==> src/pptj_pkg.sv <==
`default_nettype none
package pptj_pkg;
   // Job codes.
   localparam logic [15:0] JOB_NOP       = 16'h0000;
   localparam logic [15:0] JOB_WR_PER1   = 16'h0001;
   localparam logic [15:0] JOB_WR_DELAY  = 16'h0002;
   localparam logic [15:0] JOB_WR_MINP   = 16'h0004;
   localparam logic [15:0] JOB_WR_CNT1   = 16'h0008;
   localparam logic [15:0] JOB_WR_CNT2   = 16'h0009;
   localparam logic [15:0] JOB_WR_PER2   = 16'h000A;
   localparam logic [15:0] JOB_WR_TBASE  = 16'h000B;
   localparam logic [15:0] JOB_ATTACH    = 16'h000C;
   localparam logic [15:0] JOB_RD_PER1   = 16'h0081;
   localparam logic [15:0] JOB_RD_DELAY  = 16'h0082;
   localparam logic [15:0] JOB_RD_MINP   = 16'h0084;
   localparam logic [15:0] JOB_RD_CNT1   = 16'h0088;
   localparam logic [15:0] JOB_RD_CNT2   = 16'h0089;
   localparam logic [15:0] JOB_RD_PER2   = 16'h008A;
   localparam logic [15:0] JOB_RD_TBASE  = 16'h008B;
   // Status codes.
   localparam logic [15:0] ST_OK         = 16'h0000;
   localparam logic [15:0] ST_PER_SMALL  = 16'h0411;
   localparam logic [15:0] ST_PER_BIG    = 16'h0412;
   localparam logic [15:0] ST_DLY_SMALL  = 16'h0421;
   localparam logic [15:0] ST_DLY_BIG    = 16'h0422;
   localparam logic [15:0] ST_MINP_SMALL = 16'h0431;
   localparam logic [15:0] ST_MINP_BIG   = 16'h0432;
   localparam logic [15:0] ST_CNT_SMALL  = 16'h0441;
   localparam logic [15:0] ST_CNT_BIG    = 16'h0442;
   localparam logic [15:0] ST_TBASE_BAD  = 16'h0451;
   localparam logic [15:0] ST_ATTACH_BAD = 16'h0461;
   localparam logic [15:0] ST_JOB_BAD    = 16'h04FF;
   // Time base codes.
   localparam logic [1:0] TB_100US = 2'h0;
   localparam logic [1:0] TB_1MS   = 2'h1;
   localparam logic [1:0] TB_1US   = 2'h2;
   localparam logic [1:0] TB_10US  = 2'h3;
   // Value limits.
   localparam logic [31:0] PER_MAX_1MS   = 32'h0000_0057;
   localparam logic [31:0] PER_MAX_100US = 32'h0000_0366;
   localparam logic [31:0] PER_MAX_10US  = 32'h0000_21FC;
   localparam logic [31:0] PER_MAX_1US   = 32'h0000_FFFF;
   localparam logic [31:0] PER_MIN_1MS   = 32'h0000_0001;
   localparam logic [31:0] PER_MIN_10US  = 32'h0000_0002;
   localparam logic [31:0] PER_MIN_1US   = 32'h0000_0014;
   localparam logic [31:0] DLY_MAX       = 32'h0000_FFFF;
   localparam logic [31:0] MINP_MIN_1US  = 32'h0000_0005;
   localparam logic [31:0] CNT_MAX       = 32'h007F_FFFF;
   localparam logic [15:0] DUTY_MAX_PERMIL = 16'h03E8;
   localparam logic [15:0] DUTY_MAX_ANALOG = 16'h6C00;
   // Reset values.
   localparam logic [15:0] PER_RESET   = 16'h4E20;
   localparam logic [15:0] MINP_RESET  = 16'h0002;
   localparam logic [1:0]  TBASE_RESET = TB_100US;
   // Prescaler counts for a 20 MHz clock.
   localparam int          CLK_HZ      = 20000000;
   localparam int          TICK_1US_HZ = 1000000;
   localparam logic [15:0] DIV_1US   = 16'(CLK_HZ / TICK_1US_HZ);
   localparam logic [15:0] DIV_10US  = 16'(CLK_HZ / (TICK_1US_HZ / 10));
   localparam logic [15:0] DIV_100US = 16'(CLK_HZ / (TICK_1US_HZ / 100));
   localparam logic [15:0] DIV_1MS   = 16'(CLK_HZ / (TICK_1US_HZ / 1000));

   typedef struct packed {
      logic [15:0] code;
      logic [31:0] value;
   } pptj_job_t;

   typedef struct packed {
      logic        done;
      logic        err;
      logic [15:0] stat;
      logic [31:0] result;
   } pptj_resp_t;
endpackage : pptj_pkg
`default_nettype wire

==> src/pptj_tick.sv <==
`default_nettype none
module pptj_tick (
   // Clock and reset.
   input  wire logic       sys_clk,
   input  wire logic       nrst,
   // Time base select and restart.
   input  wire logic [1:0] tbase,
   input  wire logic       restart,
   // One-cycle tick.
   output logic            tick
);
   logic [15:0] cnt_q;
   logic [15:0] div;

   assign div = (tbase == pptj_pkg::TB_1US)  ? pptj_pkg::DIV_1US :
                (tbase == pptj_pkg::TB_10US) ? pptj_pkg::DIV_10US :
                (tbase == pptj_pkg::TB_1MS)  ? pptj_pkg::DIV_1MS : pptj_pkg::DIV_100US;

   always_ff @(posedge sys_clk) begin
      if (!nrst || restart || cnt_q >= div - 16'h0001) begin
         cnt_q <= 16'h0000;
      end else begin
         cnt_q <= cnt_q + 16'h0001;
      end
   end

   always_ff @(posedge sys_clk) begin
      tick <= nrst && !restart && (cnt_q >= div - 16'h0001);
   end
endmodule : pptj_tick
`default_nettype wire

==> src/pptj_unit.sv <==
`default_nettype none
module pptj_unit (
   // Clock and reset.
   input  wire logic                  sys_clk,
   input  wire logic                  nrst,
   // Configuration and gate.
   input  wire logic                  format_analog,
   input  wire logic                  software_gate,
   input  wire logic [15:0]           duty_value,
   // Job request.
   input  wire logic                  job_req,
   input  wire pptj_pkg::pptj_job_t   job_in,
   // Job answer and status.
   output pptj_pkg::pptj_resp_t       job_resp,
   output logic                       output_active_status,
   output logic                       pulse_out
);
   typedef enum logic [2:0] {S_IDLE, S_DELAY, S_RUN1, S_RUN2} pptj_state_t;

   pptj_state_t state_q, state_d;
   logic        req_q, gate_q;
   logic [15:0] per1_q, per2_q, dly_q, minp_q, duty2_q;
   logic [22:0] cnt1_q, cnt2_q, left_q;
   logic [1:0]  tbase_q;
   logic        chain_q;
   logic [15:0] per_a_q, on_a_q, pos_q, dly_cnt_q;
   pptj_pkg::pptj_resp_t resp_d;

   wire        req_rise  = job_req && !req_q;
   wire        gate_rise = software_gate && !gate_q;
   wire        tick;
   wire [15:0] code = job_in.code;
   wire [31:0] val  = job_in.value;
   wire        neg  = val[31];

   pptj_tick u_tick (
      .sys_clk (sys_clk),
      .nrst    (nrst),
      .tbase   (tbase_q),
      .restart (gate_rise),
      .tick    (tick)
   );

   // Period range for the present time base.
   wire [31:0] per_min = (tbase_q == pptj_pkg::TB_1US)  ? pptj_pkg::PER_MIN_1US :
                         (tbase_q == pptj_pkg::TB_10US) ? pptj_pkg::PER_MIN_10US : pptj_pkg::PER_MIN_1MS;
   wire [31:0] per_max = (tbase_q == pptj_pkg::TB_1US)   ? pptj_pkg::PER_MAX_1US :
                         (tbase_q == pptj_pkg::TB_10US)  ? pptj_pkg::PER_MAX_10US :
                         (tbase_q == pptj_pkg::TB_100US) ? pptj_pkg::PER_MAX_100US : pptj_pkg::PER_MAX_1MS;
   wire [31:0] minp_lo = (tbase_q == pptj_pkg::TB_1US) ? pptj_pkg::MINP_MIN_1US : 32'h0000_0000;
   wire [31:0] half_p  = {17'h00000, per1_q[15:1]};

   // Duty scaling: on time = duty * period / full scale.
   wire [15:0] dmax     = format_analog ? pptj_pkg::DUTY_MAX_ANALOG : pptj_pkg::DUTY_MAX_PERMIL;
   wire [15:0] duty_pwm = (duty_value > dmax) ? dmax : duty_value;
   // The next state picks the set, so the first period of the second job already uses its own values.
   wire [15:0] duty_use = (state_d == S_RUN2) ? duty2_q : duty_pwm;
   wire [15:0] per_use  = (state_d == S_RUN2) ? per2_q : per1_q;
   wire [31:0] prod     = 32'(duty_use) * 32'(per_use);
   wire [15:0] on_raw   = 16'(prod / 32'(dmax));
   // Pulses or pauses shorter than the minimum are suppressed.
   wire [15:0] off_raw  = per_use - on_raw;
   wire [15:0] on_calc  = (on_raw < minp_q) ? 16'h0000 :
                          (off_raw < minp_q) ? per_use : on_raw;

   wire train     = (cnt1_q != 23'h000000);
   wire per_end   = tick && (pos_q + 16'h0001 >= per_a_q);
   wire in_run    = (state_q == S_RUN1) || (state_q == S_RUN2);

   // Job decode and checks.
   always_comb begin
      resp_d = job_resp;
      if (req_rise) begin
         resp_d.done   = 1'b1;
         resp_d.err    = 1'b0;
         resp_d.stat   = pptj_pkg::ST_OK;
         case (code)
            pptj_pkg::JOB_NOP: ;
            pptj_pkg::JOB_WR_PER1, pptj_pkg::JOB_WR_PER2: begin
               if (neg || val < per_min) resp_d.stat = pptj_pkg::ST_PER_SMALL;
               else if (val > per_max)   resp_d.stat = pptj_pkg::ST_PER_BIG;
            end
            pptj_pkg::JOB_WR_DELAY: begin
               if (neg)                          resp_d.stat = pptj_pkg::ST_DLY_SMALL;
               else if (val > pptj_pkg::DLY_MAX) resp_d.stat = pptj_pkg::ST_DLY_BIG;
            end
            pptj_pkg::JOB_WR_MINP: begin
               if (neg || val < minp_lo) resp_d.stat = pptj_pkg::ST_MINP_SMALL;
               else if (val > half_p)    resp_d.stat = pptj_pkg::ST_MINP_BIG;
            end
            pptj_pkg::JOB_WR_CNT1, pptj_pkg::JOB_WR_CNT2: begin
               if (neg)                          resp_d.stat = pptj_pkg::ST_CNT_SMALL;
               else if (val > pptj_pkg::CNT_MAX) resp_d.stat = pptj_pkg::ST_CNT_BIG;
            end
            pptj_pkg::JOB_WR_TBASE: begin
               if (val > 32'h0000_0003) resp_d.stat = pptj_pkg::ST_TBASE_BAD;
            end
            pptj_pkg::JOB_ATTACH: begin
               if (state_q != S_RUN1 || !train || chain_q) resp_d.stat = pptj_pkg::ST_ATTACH_BAD;
            end
            pptj_pkg::JOB_RD_PER1:  resp_d.result = 32'(per1_q);
            pptj_pkg::JOB_RD_DELAY: resp_d.result = 32'(dly_q);
            pptj_pkg::JOB_RD_MINP:  resp_d.result = 32'(minp_q);
            pptj_pkg::JOB_RD_CNT1:  resp_d.result = 32'(cnt1_q);
            pptj_pkg::JOB_RD_CNT2:  resp_d.result = 32'(cnt2_q);
            pptj_pkg::JOB_RD_PER2:  resp_d.result = 32'(per2_q);
            pptj_pkg::JOB_RD_TBASE: resp_d.result = 32'(tbase_q);
            default:                resp_d.stat = pptj_pkg::ST_JOB_BAD;
         endcase
         resp_d.err = (resp_d.stat != pptj_pkg::ST_OK);
      end else if (job_req && !job_resp.done) begin
         resp_d.done = 1'b0;
      end
   end

   wire wr_ok = req_rise && !resp_d.err;

   // Sequencer for on-delay, PWM and chained pulse trains.
   always_comb begin
      state_d = state_q;
      case (state_q)
         S_IDLE:  if (gate_rise) state_d = S_DELAY;
         S_DELAY: if (dly_cnt_q == 16'h0000) state_d = S_RUN1;
         S_RUN1:  if (train && per_end && left_q == 23'h000001)
                     state_d = chain_q ? S_RUN2 : S_IDLE;
         S_RUN2:  if (per_end && left_q == 23'h000001) state_d = S_IDLE;
         default: state_d = S_IDLE;
      endcase
      if (!software_gate) state_d = S_IDLE;
   end

   always_ff @(posedge sys_clk) begin
      if (!nrst) begin
         req_q <= 1'b0;
         gate_q <= 1'b0;
         state_q <= S_IDLE;
         job_resp <= '{done: 1'b1, err: 1'b0, stat: pptj_pkg::ST_OK, result: 32'h0000_0000};
      end else begin
         req_q <= job_req;
         gate_q <= software_gate;
         state_q <= state_d;
         job_resp <= resp_d;
      end
   end

   // Setting store; a failed job leaves every setting unchanged.
   always_ff @(posedge sys_clk) begin
      if (!nrst) begin
         per1_q <= pptj_pkg::PER_RESET;
         per2_q <= pptj_pkg::PER_RESET;
         dly_q <= 16'h0000;
         minp_q <= pptj_pkg::MINP_RESET;
         cnt1_q <= 23'h000000;
         cnt2_q <= 23'h000000;
         tbase_q <= pptj_pkg::TBASE_RESET;
         duty2_q <= 16'h0000;
         chain_q <= 1'b0;
      end else begin
         if (wr_ok && code == pptj_pkg::JOB_WR_PER1)  per1_q <= val[15:0];
         if (wr_ok && code == pptj_pkg::JOB_WR_PER2)  per2_q <= val[15:0];
         if (wr_ok && code == pptj_pkg::JOB_WR_DELAY) dly_q <= val[15:0];
         if (wr_ok && code == pptj_pkg::JOB_WR_MINP)  minp_q <= val[15:0];
         if (wr_ok && code == pptj_pkg::JOB_WR_CNT1)  cnt1_q <= val[22:0];
         if (wr_ok && code == pptj_pkg::JOB_WR_CNT2)  cnt2_q <= val[22:0];
         if (wr_ok && code == pptj_pkg::JOB_WR_TBASE) tbase_q <= val[1:0];
         if (wr_ok && code == pptj_pkg::JOB_ATTACH) begin
            duty2_q <= (duty_value > dmax) ? dmax : duty_value;
            chain_q <= (cnt2_q != 23'h000000);
         end else if (state_q == S_IDLE && gate_rise) begin
            chain_q <= train && (cnt2_q != 23'h000000);
            duty2_q <= duty_pwm;
         end
      end
   end

   // Period timing; on time and period are latched at each period start.
   always_ff @(posedge sys_clk) begin
      if (!nrst || state_q == S_IDLE) begin
         // The delay is captured while idle, so a write during a running delay waits for the next gate rise.
         dly_cnt_q <= dly_q;
         pos_q <= 16'h0000;
         per_a_q <= 16'h0000;
         on_a_q <= 16'h0000;
         left_q <= 23'h000000;
      end else if (state_q == S_DELAY) begin
         if (tick) dly_cnt_q <= dly_cnt_q - 16'h0001;
         per_a_q <= per_use;
         on_a_q <= on_calc;
         left_q <= cnt1_q;
      end else if (per_end || state_q != state_d) begin
         pos_q <= 16'h0000;
         per_a_q <= (state_d == S_RUN2) ? per2_q : per_use;
         on_a_q <= on_calc;
         left_q <= (state_d == S_RUN2 && state_q == S_RUN1) ? cnt2_q : left_q - 23'h000001;
      end else if (tick) begin
         pos_q <= pos_q + 16'h0001;
      end
   end

   always_ff @(posedge sys_clk) begin
      if (!nrst) begin
         output_active_status <= 1'b0;
         pulse_out <= 1'b0;
      end else begin
         output_active_status <= (state_d != S_IDLE);
         pulse_out <= in_run && (state_d == state_q) && (pos_q < on_a_q);
      end
   end
endmodule : pptj_unit
`default_nettype wire

==> config.mk <==
export PLATFORM = sky130hd
export DESIGN_NAME = pptj_unit
export DESIGN_NICKNAME = d
export VERILOG_FILES = /design/src/pptj_pkg.sv /design/src/pptj_tick.sv /design/src/pptj_unit.sv
export SDC_FILE = /design/constraint.sdc
export NUM_CORES = 2
export LEC_CHECK = 0
export ABC_AREA = 1
export BUFFER_PORTS_ARGS = -buffer_cell sky130_fd_sc_hd__buf_2
export CAP_MARGIN = 20
export CORE_MARGIN = 1
export CORE_UTILIZATION = 50
export DETAILED_ROUTE_END_ITERATION = 8
export HOLD_SLACK_MARGIN = 0.02
export PLACE_DENSITY = 0.73
export SLEW_MARGIN = 40
export SYNTH_ARGS = -nofsm -noshare
export SYNTH_HDL_FRONTEND = slang
export SYNTH_HIERARCHICAL = 1
export SYNTH_SLANG_ARGS = --single-unit
export TNS_END_PERCENT = 10
==> constraint.sdc <==
create_clock -name sys_clk -period 108.8 [get_ports sys_clk]
set_clock_uncertainty 0.05 [all_clocks]
set_input_delay 5.44 -clock sys_clk [delete_from_list [all_inputs] [get_ports sys_clk]]
set_output_delay 5.44 -clock sys_clk [all_outputs]
set_load 0.05 [all_outputs]
# Yosys cells after proc, flatten, opt, wreduce, memory -nomap -nowiden
# Cells that the tools add are included.
# W data, S select, Z words.
# totals
regBits,290
out_inout_bits,52
# classes
addsub,6
mul,1
bitwise_logic,2
eq_ne,26
reduce_logical,60
n_mux,53
order_cmp,13
div,1
# ops
op,n
$mux W16,22
$pmux W32 S7,1
$eq A16 B8 Y1 const B,7
$pmux W16 S7,1
$mux W11,9
$eq A16 B4 Y1 const B,5
$mux W23,3
$mux W49,1
$lt A16 B16 Y1,3
$reduce_bool A23 Y1,2
$add A16 B1 Y16 const B,2
$div A32 B16 Y32,1
$ge A16 B16 Y1,2
$gt A32 B15 Y1,1
$gt A32 B16 Y1,1
$gt A32 B16 Y1 const B,1
$gt A32 B2 Y1 const B,1
$gt A32 B23 Y1 const B,1
$logic_not A16 Y1,2
$lt A32 B3 Y1,1
$lt A32 B5 Y1,1
$mul A16 B16 Y32,1
$sub A16 B1 Y16 const B,2
$mux W15,2
other kinds (34),89

# Logic depth before layout (Yosys ltp)
# logic_depth
depth_word,18
mapped_depth,387
depth_no_buf,362

# Hierarchy
# The synthesis kept the hierarchy.
# modules_own_cells
mod,cells_per_inst,area_each_um2,n_inst
pptj_unit,8018,50263.2,1
pptj_tick,169,1213.7,1

# Worst setup path after synthesis
# OpenSTA, ideal clock, no wires.
# synth_timing
path_kind,input-to-reg
startpoint,input port format_analog
endpoint,register on_a_q[14]
path_stages,336
arrival_ns,55.574
slack_ns,53.039
path_buffers,36
cell_sequence,buf_6 > clkinv_1 > ha_1 > inv_1 > nor4_1 > nor3b_1 > o41ai_1 > nand3_1 > nand2_1 > inv_1 > clkbuf_1 > nor2_1 > nor2_1 > nand2_1 > o21ai_0 > clkbuf_1 > nand2_1 > fa_1 > [300 not listed] > a21oi_1 > o21bai_1 > nand2_1 > nand2_1 > o21ai_0 > xor2_1 > ha_1 > nand2_1 > a21oi_1 > a211oi_1 > inv_1 > nor2_1 > clkbuf_1 > nand2_1 > o211ai_1 > inv_1 > nand2_4 > a21oi_2
# synth_via
elab_chain_len,12
word_cells_on_any_way,13
# synth_rtl
item,line,text
"start, declared",pptj_unit.sv:7,"input wire logic format_analog,"
$mux W15 *,pptj_unit.sv:54,wire [15:0] dmax = format_analog ? pptj_pkg::DUTY_MAX_ANALOG : pptj_pkg::DUTY_MAX_PERMIL;
$gt A16 B15 Y1,pptj_unit.sv:55,wire [15:0] duty_pwm = (duty_value > dmax) ? dmax : duty_value;
$mux W16,pptj_unit.sv:55,
$mux W16,pptj_unit.sv:57,wire [15:0] duty_use = (state_d == S_RUN2) ? duty2_q : duty_pwm;
$mul A16 B16 Y32,pptj_unit.sv:59,wire [31:0] prod = 32'(duty_use) * 32'(per_use);
$div A32 B16 Y32 *,pptj_unit.sv:60,wire [15:0] on_raw = 16'(prod / 32'(dmax));
$sub A16 B16 Y16,pptj_unit.sv:62,wire [15:0] off_raw = per_use - on_raw;
$lt A16 B16 Y1,pptj_unit.sv:64,(off_raw < minp_q) ? per_use : on_raw;
$mux W16,pptj_unit.sv:64,
$mux W16 *,pptj_unit.sv:63,wire [15:0] on_calc = (on_raw < minp_q) ? 16'h0000 :
$mux W16,pptj_unit.sv:190,end else if (per_end || state_q != state_d) begin
$mux W16 *,pptj_unit.sv:185,end else if (state_q == S_DELAY) begin
"end signal, assigned",pptj_unit.sv:188,on_a_q <= on_calc;
"end signal, assigned",pptj_unit.sv:193,on_a_q <= on_calc;
"end, declared",pptj_unit.sv:26,"logic [15:0] per_a_q, on_a_q, pos_q, dly_cnt_q;"
# Every way passes the cells marked *; elsewhere a longest branch is shown, timed or not. The select of a mux whose other input is x is not followed.
# A chain may end at the register's enable or synchronous reset.

# Final worst setup path
# layout_timing
startpoint,input port format_analog
endpoint,register on_a_q[10]
# The elaborated chain is that of the path after synthesis.

==> results.sh <==
export IMPL_cap_violations=0
export IMPL_post_cts_resize_count=0
export IMPL_vias=53600
export IMPL_synthCells=8187
export IMPL_period_needed_ns=65.89
export IMPL_crit_required_ns=109.17
export IMPL_fillerInstances=10500
export IMPL_gr_usage_all_layers_pct=33.4
export IMPL_core_um2=102000
export IMPL_die_h_um=323
export IMPL_drive_above_1_share_pct=12.2
export IMPL_hold_path_class="register to register"
export IMPL_grt_pass1_vias=51100
export IMPL_path_class="input port to register"
export IMPL_hold_viol=0
export IMPL_clockBufferDepth=3
export IMPL_rrSetupSlack_ns=45.31
export IMPL_worst_slew_pin_slew_ns=0.918
export IMPL_dr_first_iter_drc_count=4555
export IMPL_cts_buffers=34
export IMPL_crit_arrival_ns=66.26
export IMPL_setup_viol=0
export IMPL_ys_seq_area_share_pct=10.9
export IMPL_critPathLaunchType="input port"
export IMPL_via_per_inst=5.58
export IMPL_rsz0062_at_grt="false"
export IMPL_h_tree_depth=2
export IMPL_slew_violations=0
export IMPL_finalCritPeriodShare_pct=60.6
export IMPL_syn_area_per_cell_um2=6.29
export IMPL_numPortBuffers=104
export IMPL_ys_ff_latch=272
export IMPL_mappedNetlistArea_um2=51500
export IMPL_outcome="complete, no violations"
export IMPL_clk_latency_ns=0.55
export IMPL_r2r_start="pos_q[0]$_SDFFE_PP0P_"
export IMPL_ys_warn_count=6
export IMPL_synth_top_family_by_area="simple AND/OR/NAND/NOR gates"
export IMPL_worstSetupEndpoint="on_a_q[10]$_SDFFE_PP0P_"
export IMPL_fin_nets=8947
export IMPL_synthSimpleGateAreaFrac_pct=40.5
export IMPL_worst_path_most_repeated_cell="nand2_1"
export IMPL_async_flop_share_pct=0
export IMPL_max_freq_mhz=15.2
export IMPL_drc_errors=0
export IMPL_clkTransAtPathRegs_ns=0.06
export IMPL_r2r_end="on_a_q[10]$_SDFFE_PP0P_"
export IMPL_synth_adder_area_share_pct=19.1
export IMPL_antenna_left=0
export IMPL_synth_distinct_cells=87
export IMPL_grt_overflow=0
export IMPL_die_w_um=323
export IMPL_antenna_found_initial=1
export IMPL_gp_congestion=1.03
export IMPL_num_io_pins=121
export IMPL_ys_flop_type="dfxtp_1"
export IMPL_area_delta_synth_final_pct=5.27
export IMPL_initial_core_util_pct=50.5
export IMPL_cts_sinks=272
export IMPL_first_pass_iters=6
export IMPL_dp_hpwl_um=147000
export IMPL_cp_slowest_cell="o21ai_0"
export IMPL_cp_max_fo=46
export IMPL_slowest_delay_ns=0.69
export IMPL_rows=117
export IMPL_slew_headroom_pct=38.2
export IMPL_cts_tree="built"
export IMPL_synth_xor_area_share_pct=4.58
export IMPL_postRouteWirelength_um=177000
export IMPL_synth_edf_count=16
export IMPL_antenna_diode_count=0
export IMPL_setup_tns_ns=0
export IMPL_cts_hold_buf=0
export IMPL_grt_start_max_net_pins=81
export IMPL_setup_worst_path_start="format_analog"
export IMPL_wire_per_inst_um=18.4
export IMPL_die_area_um2=104000
export IMPL_root_buffer="clkbuf_16"
export IMPL_reg2reg_depth=319
export IMPL_synth_compound_area_share_pct=12.4
export IMPL_endpoint_kind="register"
export IMPL_synthMuxAreaShare_pct=0
export IMPL_grt_pass1_wl_um=278000
export IMPL_post_cts_setup_buffer_count=0
-- layer usage --
metal  GRT usage, %  share of wire [%]  vias up
met5              0             0.0062        -
li1               -                  -    26400
met4           14.7                4.9        2
met2           56.7                 46     1817
met3           3.42                5.9      436
met1           42.6                 43    24900
-- cell type report --
class / count / area, µm² / area share (%)
Inverter: 1368 / 5180 / 9.56
Sequential cell: 272 / 5610 / 10.3
Multi-Input combinational cell: 6371 / 39600 / 73.0
Clock buffer: 42 / 953 / 1.76
Clock inverter: 18 / 178 / 0.328
Tap cell: 1368 / 1710 / 3.16
Timing Repair Buffer: 164 / 990 / 1.83
-- stage by stage --
step	cell area [µm²]	instances	hold WS (ns)	worst slack [ns]	util, %
floorplan	51500	8203	0.375	53.04	-
global placement	53000	9542	0.372	44.01	52.0
detailed placement	53000	9542	0.384	43.13	52.0
CTS	54200	9602	0.394	43.47	53.2
global route	54200	9603	0.414	37.96	53.2
finish	54200	9603	0.396	42.91	53.2
-- cell families (layout without fill, tap and decap cells) --
group / Yosys count / in the layout
simple gates: 4308 / 4308
buf+inv: 1560 / 1592
compound gates: 1109 / 1109
fa+ha+maj: 667 / 667
flops: 272 / 272
xor+xnor: 269 / 269
other cells: 2 / 18
-- placed cells by master (no fill, tap or decap), types with 20 or more instances in the layout --
cell type  instances
nand2_4           85
clkbuf_16         36
clkinv_2          20
buf_2            103
nor2_2            99
o21ai_0          348
nand3_4           22
clkinv_1          24
xor2_1           112
nor2_4            38
a211oi_1          67
inv_1           1280
buf_4             59
nor4_1            36
nor3_1            79
ha_1             472
or2_2             34
nand3_2          113
nand3_1          506
nor2_1           823
o21bai_1          23
o21ai_1           40
nand2_1         1934
a21oi_1          429
fa_1             195
inv_2             45
a31oi_1           22
nand4_1          175
o211ai_1          48
nand3b_1          48
nand2_2          256
dfxtp_1          256
xnor2_1          152
-- worst max-delay path: cells and delay by family --
kind	cells	cell delay, ns
xor+xnor	5	0.96
simple gates	159	25.35
fa+ha+maj	35	13.28
compound gates	54	13.05
buf+inv	56	7.99
-- state kept, by name, summed over array words and instances (netlist names), 23 cells and up --
name,count
job_resp,32
left_q,23
cnt1_q,23
cnt2_q,23
-- worst min-delay path by stage --
stage,startpoint,end,cells after the start
finish,duty2_q[15]$_SDFFE_PN0P_,duty2_q[15]$_SDFFE_PN0P_,2
global route,duty2_q[15]$_SDFFE_PN0P_,duty2_q[15]$_SDFFE_PN0P_,2
CTS,duty2_q[15]$_SDFFE_PN0P_,duty2_q[15]$_SDFFE_PN0P_,2
detailed placement,job_resp[49]$_SDFFE_PP1P_,job_resp[49]$_SDFFE_PP1P_,2
global placement,job_resp[49]$_SDFFE_PP1P_,job_resp[49]$_SDFFE_PP1P_,2
floorplan,duty2_q[10]$_SDFFE_PN0P_,duty2_q[10]$_SDFFE_PN0P_,2
-- synth_stat cells (13+ instances only) --
library cell	instances	area [µm²]
nor2_1	826	3100
nand2_2	254	1590
o211ai_1	48	360
inv_2	45	169
fa_1	195	3900
nor4_1	36	225
o21ai_1	40	200
nand3_2	113	1130
o21ai_0	351	1760
o221ai_1	14	123
buf_6	26	293
a31oi_1	22	138
nor2_2	96	601
a21o_1	13	97.6
nand3_4	22	385
inv_1	1281	4810
a221oi_1	18	158
clkinv_1	26	97.6
nor2_4	38	428
nor3_2	15	150
xnor2_1	154	1350
nand2_4	85	957
buf_4	24	180
nand3_1	506	2530
a21oi_1	431	2160
or2_2	34	213
edfxtp_1	16	480
a211oi_1	67	503
nor3_1	81	405
o21bai_1	23	173
ha_1	472	5910
nand2_1	1936	7270
xor2_1	115	1010
nand4_1	175	1090
nand3b_1	48	360
dfxtp_1	256	5120
clkbuf_1	111	417
a21oi_2	17	149
Power is not shown: default switching activity piles up to over one toggle a cycle in this logic, so the estimate is an artifact.
